**src/rtl/rtcb_pkg.sv**
```systemverilog
// Register map, field layouts, calendar limits and state types of the bus clock.
// Assumes one core clock, an APB master with 32-bit data and an oscillator pulse input.
package rtcb_pkg;

	localparam int RTCB_AW = 8;
	localparam int RTCB_DW = 32;
	localparam int RTCB_IW = 5;
	localparam int RTCB_BW = 8;
	localparam int RTCB_NF = 8;
	localparam int RTCB_IDX_LSB = 2;

	// Register indices; the byte address is four times the index
	localparam logic [4:0] RTCB_IDX_HUND = 5'h00;
	localparam logic [4:0] RTCB_IDX_HOUR = 5'h01;
	localparam logic [4:0] RTCB_IDX_DOW = 5'h07;
	localparam logic [4:0] RTCB_IDX_ALM = 5'h08;
	localparam logic [4:0] RTCB_IDX_ALM_END = 5'h0f;
	localparam logic [4:0] RTCB_IDX_INT = 5'h10;
	localparam logic [4:0] RTCB_IDX_CMD = 5'h11;
	localparam logic [4:0] RTCB_IDX_CFG = 5'h12;
	localparam logic [4:0] RTCB_IDX_ALAT = 5'h13;
	localparam logic [4:0] RTCB_IDX_WIN = 5'h14;
	localparam logic [4:0] RTCB_IDX_ICLR = 5'h15;

	localparam int RTCB_ST_PEND = 7;
	localparam int RTCB_ALM_MASK = 7;
	localparam int RTCB_ALM_HMASK = 6;
	localparam int RTCB_PM_BIT = 7;
	localparam logic [7:0] RTCB_CMP_FIELD = 8'h7f;
	localparam logic [7:0] RTCB_CMP_HOUR = 8'hbf;
	localparam logic [7:0] RTCB_HOUR_SEL = 8'h1f;

	localparam logic [7:0] RTCB_ONE = 8'h01;
	localparam logic [7:0] RTCB_HUND_LAST = 8'h63;
	localparam logic [7:0] RTCB_TENTH = 8'h0a;
	localparam logic [7:0] RTCB_SEC_LAST = 8'h3b;
	localparam logic [7:0] RTCB_H24_LAST = 8'h17;
	localparam logic [7:0] RTCB_H12_TOP = 8'h0c;
	localparam logic [7:0] RTCB_H12_TURN = 8'h0b;
	localparam logic [7:0] RTCB_MONTH_LAST = 8'h0c;
	localparam logic [7:0] RTCB_YEAR_LAST = 8'h63;
	localparam logic [7:0] RTCB_DOW_LAST = 8'h06;

	localparam logic [22:0] RTCB_TICK_HZ = 23'h000064;

	typedef struct packed {
		logic [7:0] dow;
		logic [7:0] year;
		logic [7:0] date;
		logic [7:0] month;
		logic [7:0] sec;
		logic [7:0] min;
		logic [7:0] hour;
		logic [7:0] hund;
	} rtcb_time_t;

	typedef struct packed {
		logic test;
		logic int_en;
		logic run;
		logic h24;
		logic [1:0] xtal;
	} rtcb_cmd_t;

	typedef struct packed {
		logic day;
		logic hour;
		logic min;
		logic sec;
		logic tenth;
		logic hund;
	} rtcb_evt_t;

	typedef struct packed {
		rtcb_time_t tm;
		rtcb_time_t hold;
		rtcb_cmd_t cmd;
		logic mux_mode;
		logic [4:0] alat;
		logic [6:0] status;
		logic [6:0] enable;
		logic [22:0] acc;
		logic [7:0] prdata;
		logic rdy;
		logic slverr;
		logic cmp;
	} rtcb_state_t;

	localparam rtcb_time_t RTCB_TIME_RST = '{dow: 8'h00, year: 8'h00, date: 8'h01,
		month: 8'h01, sec: 8'h00, min: 8'h00, hour: 8'h0c, hund: 8'h00};

	function automatic logic [22:0] rtcb_xtal_hz(input logic [1:0] code);
		unique case (code)
			2'b00: return 23'h008000;
			2'b01: return 23'h100000;
			2'b10: return 23'h200000;
			2'b11: return 23'h400000;
		endcase
	endfunction : rtcb_xtal_hz

	function automatic logic [7:0] rtcb_month_days(input logic [7:0] month, input logic [7:0] year);
		unique case (month)
			8'h02: return (year[1:0] == 2'b00) ? 8'h1d : 8'h1c;
			8'h04, 8'h06, 8'h09, 8'h0b: return 8'h1e;
			default: return 8'h1f;
		endcase
	endfunction : rtcb_month_days

endpackage : rtcb_pkg

```
**src/rtl/rtcb_alarm_ram.sv**
```systemverilog
// Small register-file memory for the alarm time, with a registered read port.
// Assumes one write per cycle; the full contents are also offered for comparison.
module rtcb_alarm_ram #(
	parameter int DEPTH = 8,
	parameter int WIDTH = 8,
	parameter int AW = 3
) (
	input wire logic core_clk, // Core clock
	input wire logic rst_n, // Asynchronous reset, active low
	input wire logic we, // Write strobe
	input wire logic [AW-1:0] waddr, // Write word
	input wire logic [WIDTH-1:0] wdata, // Write data
	input wire logic [AW-1:0] raddr, // Read word
	output logic [WIDTH-1:0] rdata, // Registered read data
	output logic [DEPTH*WIDTH-1:0] contents // All words, word 0 lowest
);
	typedef struct packed {
		logic [DEPTH-1:0][WIDTH-1:0] mem;
		logic [WIDTH-1:0] rdata;
	} rtcb_ram_t;

	rtcb_ram_t st_q;
	rtcb_ram_t st_d;

	always_comb
	begin
		st_d = st_q;
		st_d.rdata = st_q.mem[raddr];
		if (we)
		begin
			st_d.mem[waddr] = wdata;
		end
	end

	always_ff @(posedge core_clk or negedge rst_n)
	begin
		if (!rst_n)
		begin
			st_q <= '0;
		end
		else
		begin
			st_q <= st_d;
		end
	end

	assign rdata = st_q.rdata;
	assign contents = st_q.mem;

endmodule : rtcb_alarm_ram

```
**src/rtl/rtcb_cal_step.sv**
```systemverilog
// Next calendar value after one hundredth-second, and which units advanced.
// Assumes stored values are plain binary; 12-hour hours keep the PM flag in bit 7.
module rtcb_cal_step (
	input rtcb_pkg::rtcb_time_t cur, // Present time
	input wire logic h24, // 24-hour format
	output rtcb_pkg::rtcb_time_t nxt, // Time one hundredth later
	output rtcb_pkg::rtcb_evt_t evt // Units that advanced
);
	import rtcb_pkg::*;

	logic [7:0] hund_n;
	logic [7:0] hr;

	always_comb
	begin
		nxt = cur;
		evt = '0;
		hr = cur.hour & RTCB_HOUR_SEL;
		hund_n = (cur.hund >= RTCB_HUND_LAST) ? 8'h00 : cur.hund + RTCB_ONE;
		nxt.hund = hund_n;
		evt.hund = 1'b1;
		evt.tenth = ((hund_n % RTCB_TENTH) == 8'h00);
		if (cur.hund >= RTCB_HUND_LAST)
		begin
			evt.sec = 1'b1;
			nxt.sec = (cur.sec >= RTCB_SEC_LAST) ? 8'h00 : cur.sec + RTCB_ONE;
			if (cur.sec >= RTCB_SEC_LAST)
			begin
				evt.min = 1'b1;
				nxt.min = (cur.min >= RTCB_SEC_LAST) ? 8'h00 : cur.min + RTCB_ONE;
			end
		end
		if (evt.min && cur.min >= RTCB_SEC_LAST)
		begin
			evt.hour = 1'b1;
			if (h24)
			begin
				evt.day = (cur.hour >= RTCB_H24_LAST);
				nxt.hour = evt.day ? 8'h00 : cur.hour + RTCB_ONE;
			end
			else if (hr == RTCB_H12_TURN)
			begin
				// 11 to 12 flips AM/PM; 11 PM to 12 AM is a new day
				evt.day = cur.hour[RTCB_PM_BIT];
				nxt.hour = RTCB_H12_TOP;
				nxt.hour[RTCB_PM_BIT] = ~cur.hour[RTCB_PM_BIT];
			end
			else if (hr >= RTCB_H12_TOP)
			begin
				nxt.hour = RTCB_ONE;
				nxt.hour[RTCB_PM_BIT] = cur.hour[RTCB_PM_BIT];
			end
			else
			begin
				nxt.hour = cur.hour + RTCB_ONE;
			end
		end
		if (evt.day)
		begin
			nxt.dow = (cur.dow >= RTCB_DOW_LAST) ? 8'h00 : cur.dow + RTCB_ONE;
			if (cur.date >= rtcb_month_days(cur.month, cur.year))
			begin
				nxt.date = RTCB_ONE;
				nxt.month = (cur.month >= RTCB_MONTH_LAST) ? RTCB_ONE : cur.month + RTCB_ONE;
				if (cur.month >= RTCB_MONTH_LAST)
				begin
					nxt.year = (cur.year >= RTCB_YEAR_LAST) ? 8'h00 : cur.year + RTCB_ONE;
				end
			end
			else
			begin
				nxt.date = cur.date + RTCB_ONE;
			end
		end
	end

endmodule : rtcb_cal_step

```
**src/rtl/rtcb_top.sv**
```systemverilog
// Real-time clock with alarm and periodic interrupts, as an APB slave.
// Assumes osc_tick pulses once per crystal period, synchronous to core_clk.
//
// What this block does
// - Register data travels as one byte
// - Eight counters, hundredths to years, read/write
// - Counters clocked from divided crystal oscillator
// - Direct or latched-address multiplexed access
// - Periodic interrupt at six selectable rates
// - Alarm RAM compared with running time
// - Status tells which source interrupted
// - Power failure switches to backup automatically
// - Backup ignores bus, keeps counting, interrupting
// - Hundredths read latches all counters
// - Hours in 12- or 24-hour format
// - Calendar with automatic leap year correction
// - Year counts to 99 then wraps
// - Write-only command register bit layout
// - Four crystal codes keep counting correct
// - Fixed map of counters, alarm, status, command
module rtcb_top (
	input wire logic core_clk, // Core clock, 40 MHz
	input wire logic rst_n, // Asynchronous reset, active low
	input wire logic psel, // APB select
	input wire logic penable, // APB enable
	input wire logic pwrite, // APB write
	input wire logic [rtcb_pkg::RTCB_AW-1:0] paddr, // APB byte address
	input wire logic [rtcb_pkg::RTCB_DW-1:0] pwdata, // APB write data
	output logic [rtcb_pkg::RTCB_DW-1:0] prdata, // APB read data
	output logic pready, // APB ready
	output logic pslverr, // APB error
	input wire logic osc_tick, // One pulse per crystal period
	input wire logic power_fail, // Main supply lost
	output logic irq // Interrupt, active high level
);
	import rtcb_pkg::*;

	rtcb_state_t st_q;
	rtcb_state_t st_d;

	rtcb_time_t step_time;
	rtcb_evt_t step_evt;
	rtcb_time_t alarm_time;
	logic [RTCB_BW-1:0] ram_rdata;

	logic [4:0] idx;
	logic [4:0] eff;
	logic acc1;
	logic done;
	logic ok;
	logic ram_we;
	logic tick;
	logic alarm_match;
	logic pend;
	logic [22:0] sum;
	logic [22:0] xtal_hz;
	logic [6:0] set;
	logic [6:0] clr;
	logic [7:0] wdat;

	function automatic logic [4:0] rtcb_decode(input logic [RTCB_AW-1:0] a);
		return a[RTCB_IDX_LSB +: RTCB_IW];
	endfunction : rtcb_decode

	function automatic logic rtcb_valid(input logic [4:0] i, input logic mux);
		if (i > RTCB_IDX_ICLR)
		begin
			return 1'b0;
		end
		if (i == RTCB_IDX_WIN || i == RTCB_IDX_ALAT)
		begin
			return mux;
		end
		return 1'b1;
	endfunction : rtcb_valid

	function automatic logic rtcb_field_match(
		input logic [7:0] t,
		input logic [7:0] al,
		input logic ign,
		input logic [7:0] cm
	);
		return ign | ((t & cm) == (al & cm));
	endfunction : rtcb_field_match

	rtcb_cal_step u_step (
		.cur(st_q.tm),
		.h24(st_q.cmd.h24),
		.nxt(step_time),
		.evt(step_evt)
	);

	rtcb_alarm_ram #(
		.DEPTH(RTCB_NF),
		.WIDTH(RTCB_BW),
		.AW(3)
	) u_alarm (
		.core_clk(core_clk),
		.rst_n(rst_n),
		.we(ram_we),
		.waddr(eff[2:0]),
		.wdata(wdat),
		.raddr(eff[2:0]),
		.rdata(ram_rdata),
		.contents(alarm_time)
	);

	// Bus phases: access cycle one loads read data, cycle two completes
	assign acc1 = psel & penable & ~st_q.rdy;
	assign done = psel & penable & st_q.rdy;
	assign idx = rtcb_decode(paddr);
	assign eff = (idx == RTCB_IDX_WIN) ? st_q.alat : idx;
	assign ok = rtcb_valid(idx, st_q.mux_mode) & ~power_fail;
	assign wdat = pwdata[RTCB_BW-1:0];
	assign ram_we = done & ok & pwrite & (eff >= RTCB_IDX_ALM) & (eff <= RTCB_IDX_ALM_END);
	assign xtal_hz = rtcb_xtal_hz(st_q.cmd.xtal);
	assign sum = st_q.acc + RTCB_TICK_HZ;
	assign pend = st_q.cmd.int_en & |(st_q.status & st_q.enable);

	// Every field must agree unless its alarm mask bit is set
	always_comb
	begin
		alarm_match = 1'b1;
		for (int i = 0; i < RTCB_NF; i++)
		begin
			if (i == int'(RTCB_IDX_HOUR))
			begin
				alarm_match &= rtcb_field_match(st_q.tm[8*i +: 8], alarm_time[8*i +: 8],
					alarm_time[8*i + RTCB_ALM_HMASK], RTCB_CMP_HOUR);
			end
			else
			begin
				alarm_match &= rtcb_field_match(st_q.tm[8*i +: 8], alarm_time[8*i +: 8],
					alarm_time[8*i + RTCB_ALM_MASK], RTCB_CMP_FIELD);
			end
		end
	end

	always_comb
	begin
		st_d = st_q;
		tick = 1'b0;
		set = '0;
		clr = '0;

		// Fractional divider: adds 100 per crystal period, so every code
		// gives exactly 100 ticks per second on average
		if (!st_q.cmd.run)
		begin
			st_d.acc = '0;
		end
		else if (osc_tick)
		begin
			if (st_q.cmd.test)
			begin
				tick = 1'b1;
			end
			else if (sum >= xtal_hz)
			begin
				tick = 1'b1;
				st_d.acc = sum - xtal_hz;
			end
			else
			begin
				st_d.acc = sum;
			end
		end

		// Counting and interrupt events go on regardless of power state
		if (tick)
		begin
			st_d.tm = step_time;
			set[6:1] = step_evt;
		end
		st_d.cmp = tick;
		if (st_q.cmp && alarm_match)
		begin
			set[0] = 1'b1;
		end

		// Read data is loaded in the first access cycle
		st_d.rdy = acc1;
		if (acc1)
		begin
			st_d.slverr = ~ok;
			st_d.prdata = '0;
			if (ok && !pwrite)
			begin
				if (eff == RTCB_IDX_HUND)
				begin
					st_d.prdata = st_q.tm.hund;
					st_d.hold = st_q.tm;
				end
				else if (eff <= RTCB_IDX_DOW)
				begin
					st_d.prdata = st_q.hold[{eff[2:0], 3'b000} +: 8];
				end
				else if (eff <= RTCB_IDX_ALM_END)
				begin
					st_d.prdata = ram_rdata;
				end
				else
				begin
					unique case (eff)
						RTCB_IDX_INT: st_d.prdata = {pend, st_q.status};
						RTCB_IDX_CFG: st_d.prdata = {7'h00, st_q.mux_mode};
						RTCB_IDX_ALAT: st_d.prdata = {3'h0, st_q.alat};
						default: st_d.prdata = '0;
					endcase
				end
			end
		end

		// Writes take effect on the completing edge, and never in backup
		if (done && ok && pwrite)
		begin
			if (eff <= RTCB_IDX_DOW)
			begin
				st_d.tm[{eff[2:0], 3'b000} +: 8] = wdat;
			end
			else
			begin
				unique case (eff)
					RTCB_IDX_INT: st_d.enable = wdat[6:0];
					RTCB_IDX_CMD: st_d.cmd = wdat[5:0];
					RTCB_IDX_CFG: st_d.mux_mode = wdat[0];
					RTCB_IDX_ALAT: st_d.alat = wdat[4:0];
					RTCB_IDX_ICLR: clr = wdat[6:0];
					default: ;
				endcase
			end
		end

		// A new event beats a clear in the same cycle
		st_d.status = (st_q.status & ~clr) | set;
	end

	always_ff @(posedge core_clk or negedge rst_n)
	begin
		if (!rst_n)
		begin
			st_q <= '0;
			st_q.tm <= RTCB_TIME_RST;
			st_q.hold <= RTCB_TIME_RST;
		end
		else
		begin
			st_q <= st_d;
		end
	end

	assign pready = done;
	assign pslverr = done & st_q.slverr;
	assign prdata = {{(RTCB_DW-RTCB_BW){1'b0}}, st_q.prdata};
	assign irq = pend;

endmodule : rtcb_top

```
**config.mk**
```make
export PLATFORM = sky130hd
export DESIGN_NAME = rtcb_top
export DESIGN_NICKNAME = d
export VERILOG_FILES = /design/src/rtl/rtcb_pkg.sv /design/src/rtl/rtcb_alarm_ram.sv /design/src/rtl/rtcb_cal_step.sv /design/src/rtl/rtcb_top.sv
export SDC_FILE = /design/constraint.sdc
export NUM_CORES = 1
export LEC_CHECK = 0
export ABC_CLOCK_PERIOD_IN_PS = 4500
export BUFFER_PORTS_ARGS = -buffer_cell sky130_fd_sc_hd__buf_2
export CAP_MARGIN = 20
export CORE_MARGIN = 4
export CORE_UTILIZATION = 55
export DETAILED_ROUTE_END_ITERATION = 7
export PLACE_DENSITY = 0.73
export SLEW_MARGIN = 10
export SYNTH_ARGS = -nofsm -noshare
export SYNTH_HDL_FRONTEND = slang
export SYNTH_SLANG_ARGS = --single-unit
export TNS_END_PERCENT = 30
```
**constraint.sdc**
```tcl
create_clock -name core_clk -period 4.5 [get_ports core_clk]
set_input_delay 0.675 -clock core_clk [delete_from_list [all_inputs] [get_ports core_clk]]
set_output_delay 0.675 -clock core_clk [all_outputs]
set_load 0.1 [all_outputs]
```
Yosys cells after proc, flatten, opt, wreduce, memory -nomap -nowiden
Cells that the tools add are included.
Widths: inputs -> output; s select.
{"block": "word_totals", "mem_bits_ro": 0, "output_inout_bits": 35, "ram_bits": 0, "ff_bits": 260, "latchBits": 0, "input_bits": 47, "memories": 0, "wordCells": 212}
{"block": "classes", "n_reduce_logical": 20, "n_eq_ne": 26, "div_mod_pow": 1, "bitwise_logic": 34, "magnitude_cmp": 16, "n_shift": 3, "add_sub_neg": 11, "muxes": 62, "mul": 0}
{"cell": "$mux 64", "count": 3}
{"cell": "$mux 8", "count": 23}
{"cell": "$bwmux 64", "count": 2}
{"cell": "$mux 23", "count": 4}
{"cell": "$pmux 23 s4", "count": 1}
{"cell": "$add 8x1->8 const B", "count": 8}
{"cell": "$shift 8x8->64 const A", "count": 1}
{"cell": "$shiftx 64x7->8", "count": 1}
{"cell": "$shiftx 8x8->64", "count": 1}
{"cell": "$eq 7x7->1", "count": 8}
{"cell": "$eq 5x5->1 const B", "count": 7}
{"cell": "$mux 32", "count": 1}
{"cell": "$bmux 8 s3", "count": 1}
{"cell": "$demux 8 s3", "count": 1}
{"cell": "$pmux 8 s3", "count": 1}
{"cell": "$add 23x7->23 const B", "count": 1}
{"cell": "$ge 23x23->1", "count": 1}
{"cell": "$sub 23x23->23", "count": 1}
{"cell": "$mux 7", "count": 3}
{"cell": "$and 1x1->1", "count": 17}
{"cell": "$eq 8x3->1 const B", "count": 2}
{"cell": "$eq 8x4->1 const B", "count": 2}
{"cell": "$ge 8x6->1 const B", "count": 2}
{"cell": "$ge 8x7->1 const B", "count": 2}
{"cell": "other kinds (38)", "count": 79}

Longest topological paths before layout
{"block": "depth", "word_depth": 13, "depth_mapped": 15}

Hierarchy
A second synthesis with hierarchy kept.
{"block": "hier_totals", "cells_unflattened": 1929, "hier_area_um2": 17128.9}
{"module": "rtcb_top", "instances": 1, "seq_area_each_um2": 4664.5, "area_each_um2": 11711.2, "cells_per_inst": 1388}
{"module": "rtcb_alarm_ram", "instances": 1, "seq_area_each_um2": 1801.7, "area_each_um2": 3193.1, "cells_per_inst": 180}
{"module": "rtcb_cal_step", "instances": 1, "seq_area_each_um2": 0.0, "area_each_um2": 2224.6, "cells_per_inst": 361}

Worst setup path before layout
OpenSTA, ideal clock, no wires.
{"block": "synth_path", "path_type": "input -> register", "start": "input paddr[3] (netlist bit)", "end": "register st_q[135] (netlist bit)", "path_slack_ns": 0.494, "stages": 15, "required_time_ns": 4.418, "arrival_ns": 3.924, "path_cell_list": "nor3b_1 a31oi_1 inv_2 buf_1 buf_1 ha_1 clkbuf_1 nor4_2 nor4bb_1 clkbuf_1 and3_1 and2_1 clkbuf_1 a31oi_1 a22oi_1"}
{"item": "start: declaration", "line": "rtcb_top.sv:27", "source": "input wire logic [rtcb_pkg::RTCB_AW-1:0] paddr,"}
{"item": "end signal: assignment", "line": "rtcb_top.sv:248", "source": "st_q <= st_d;"}
{"item": "end: declaration", "line": "rtcb_top.sv:38", "source": "rtcb_state_t st_q;"}

==> results.toml <==
[worst_setup_path]
crit_slowest_cell = "or4_1"
cp_data_arrival_time_ps = 4670
path_class = "reg2reg"
crit_required_ps = 4960
reg2reg_depth = 12
cp_top_family = "compound AO/OA/AOI/OAI gates"
worstSetupStartpointType = "flop"
path_max_fanout = 10
cpMostUsedCell = "ha_1"
reg2reg_to = "st_q[133]"
crit_buf_inv = 1
ff2ff_setup_slack_ps = 290
regToRegStartpoint = "st_q[20]"
cp_slowest_stage_delay_ps = 700
path_cells = "nand4_2 -> or4_1 -> xor2_1 -> ha_1 -> ha_1 -> inv_1 -> nor3_1 -> o221ai_1 -> o211a_1 -> o21ai_2 -> mux2_2 -> o21ai_0"
worstSetupEndpointType = "flop"

[pwr]
internal_power_mw = 3.933
clock_power_share = 0.477
switching_share = 0.2530
p_comb_frac = 0.075
seq_power_share = 0.448
p_per_area_nw_per_um2 = 317.9
switching_power_mw = 1.332
peakVddDrop_mv = 0.3758
total_power_mw = 5.266
p_leak_nw = 7.507

[sta]
setup_violations = 0
tightest_slew_ps = 995.0
fin_ws_ps = 292.3
hold_viol = 0
period_minus_slack_ps = 4208
skew_ps = 36.04
rsz0062_at_grt = "no"
final-max-slew-violation-count = 0
final.setup.tns_ps = 0
post-route-period-util = 0.9350
slew_headroom = 0.3353
fmax_ghz = 0.2377

[drt]
drtPass1Iterations = 6
wl_um = 48750
antenna_left = 0
routedWlPerCell_um = 23.21
initialDrtViolationCount = 1896
num_vias = 13653
drc_errors = 0
post_drt_via_cell_ratio = 6.501

[clocking]
clock-sinks = 258
clk_latency_ps = 570
cts_root_buffer = "clkbuf_16"
cts_made_buffers = 29
max-clock-path-buffers = 3
clk_pin_slew_worst_paths_ps = 60
cts_tree = "built"
cts-hold-fix-buffers = 0
cts_max_level = 1

[global_routing]
grt_max_degree = 117
grt_pass1_vias = 13043
gr-total-overflow = 0
grtUsageTotal = 0.3163
grt_antenna_before_repair = 0
grt_pass1_wl_um = 75800

[placed_design]
port_buffers = 30
dp_slack_ps = 258.7
gp_congestion = 0.9988
dp_hpwl_um = 34490
place_area_sq_um = 15540

[synthesis]
yosys.cell_types.count = 91
avgSynthCellArea_sq_um = 8.686
synthCells = 1746
synthFlopType = "dfrtp_1"
synthArstFlopShare = 1.000
ys_seq_elements = 258
synth.cell_area_sq_um = 15170
yosys_warnings = 0
ys_seq_area_frac = 0.4264
synth_edf_count = 0

[floorplan]
ios = 82
die_y_um = 174.1
die_x_um = 174.1
start_util = 0.5612
coreArea_sq_um = 27030
num_rows = 60
die_area_sq_um = 30300

[final_layout]
antenna_cells = 0
fin_util = 0.6129
layout-drive-gt1-share = 0.1137
final_common_cell = "nand2_1"
layout_common_cells = "364 x nand2_1, 250 x dfrtp_1, 136 x o21ai_0"
area_growth_pct = 9.216
layout.nets = 1813
finalInstanceArea_sq_um = 16560

[worst_hold_path]
hold_class = "in2async"

[job]
drv_cap = 0

[run_status]
status = "finished clean"
## registers in the layout (all words and copies together), names as in the netlist
name / flops
st_q: 178
u_alarm.contents: 64
prdata: 8
u_alarm.rdata: 8
## timing repair
| action | in CTS | in global routing |
|---|---|---|
| setup buffers | 0 | 0 |
| endpoints found under the hold margin | 0 | 0 |
| gates resized for setup | 0 | 2 |
| setup endpoints to repair | 0 | 11 |
## routing by layer
metal,global-route usage,share of wire,vias up
li1,-,-,6175
met1,0.4461,0.41,6550
met2,0.4841,0.44,767
met3,0.05350,0.096,161
met4,0.1379,0.052,0
met5,0,0,-
## power groups by stage
stage / registers, mW / clock network [mW] / logic [mW]
after floorplan: 2.39 / 0 / 0.257
after global placement: 2.40 / 0 / 0.383
after detailed placement: 2.40 / 0 / 0.386
after CTS: 2.36 / 2.53 / 0.387
after global routing: 2.36 / 2.63 / 0.416
final: 2.36 / 2.51 / 0.394
## metrics by stage
stage                     std cells  hold WS [ps]
after floorplan                1769         379.4
after detailed placement       2046         456.1
after global routing           2100         269.2
after CTS                      2100         232.5
final                          2100         181.2
after global placement         2046         450.9
## cells in the mapped netlist (9+ instances only)
| cell type | count | area (sq um) |
|---|---|---|
| a21oi_1 | 71 | 355.3 |
| a22oi_1 | 33 | 247.7 |
| a31oi_1 | 36 | 225.2 |
| a41oi_1 | 9 | 78.83 |
| and2_1 | 23 | 143.9 |
| and3_1 | 18 | 112.6 |
| buf_1 | 10 | 37.54 |
| buf_4 | 35 | 262.8 |
| clkbuf_1 | 82 | 307.8 |
| dfrtp_1 | 250 | 6256 |
| ha_1 | 30 | 375.4 |
| inv_1 | 36 | 135.1 |
| mux2_2 | 25 | 281.5 |
| mux2i_1 | 23 | 230.2 |
| nand2_1 | 365 | 1370 |
| nand2b_1 | 15 | 93.84 |
| nand3_1 | 65 | 325.3 |
| nand4_1 | 23 | 143.9 |
| nand4b_1 | 10 | 87.58 |
| nor2_1 | 84 | 315.3 |
| nor3_1 | 31 | 155.2 |
| nor4_1 | 17 | 106.4 |
| o211ai_1 | 18 | 135.1 |
| o21ai_0 | 136 | 680.7 |
| o22ai_1 | 29 | 181.4 |
| or4_1 | 9 | 67.56 |
| xnor2_1 | 52 | 455.4 |
| xor2_1 | 35 | 306.5 |
## layout make-up
type | count | area [sq um]
Clock buffer | 38 | 829.5
Timing Repair Buffer | 70 | 485.5
Sequential cell | 258 | 6466
Clock inverter | 16 | 187.7
Multi-Input combinational cell | 1338 | 8021
Tap cell | 341 | 426.7
Inverter | 39 | 146.4
Fill cell | 2341 | 10460
## cell families after synthesis
family,share of synthesized area
and+or+nand+nor,0.2214
AOI/OAI and AO/OA,0.1904
DFF,0.4264
buffers and inverters,0.05288
xor gates and xnor gates,0.05024
muxes,0.03374
adders and majority gates,0.02475
other,0.0002473
## worst max-delay path by stage
stage | from | to | slack [ps] | depth (start not counted)
after floorplan | paddr[3] | st_q[135] | 490 | 15
after global placement | st_q[20] | st_q[154] | 380 | 13
after detailed placement | st_q[13] | st_q[154] | 260 | 14
after CTS | st_q[13] | st_q[154] | 220 | 14
after global routing | st_q[20] | st_q[124] | 20 | 13
final | st_q[20] | st_q[133] | 290 | 12
Note: power is estimated with default switching activity, not from simulation.
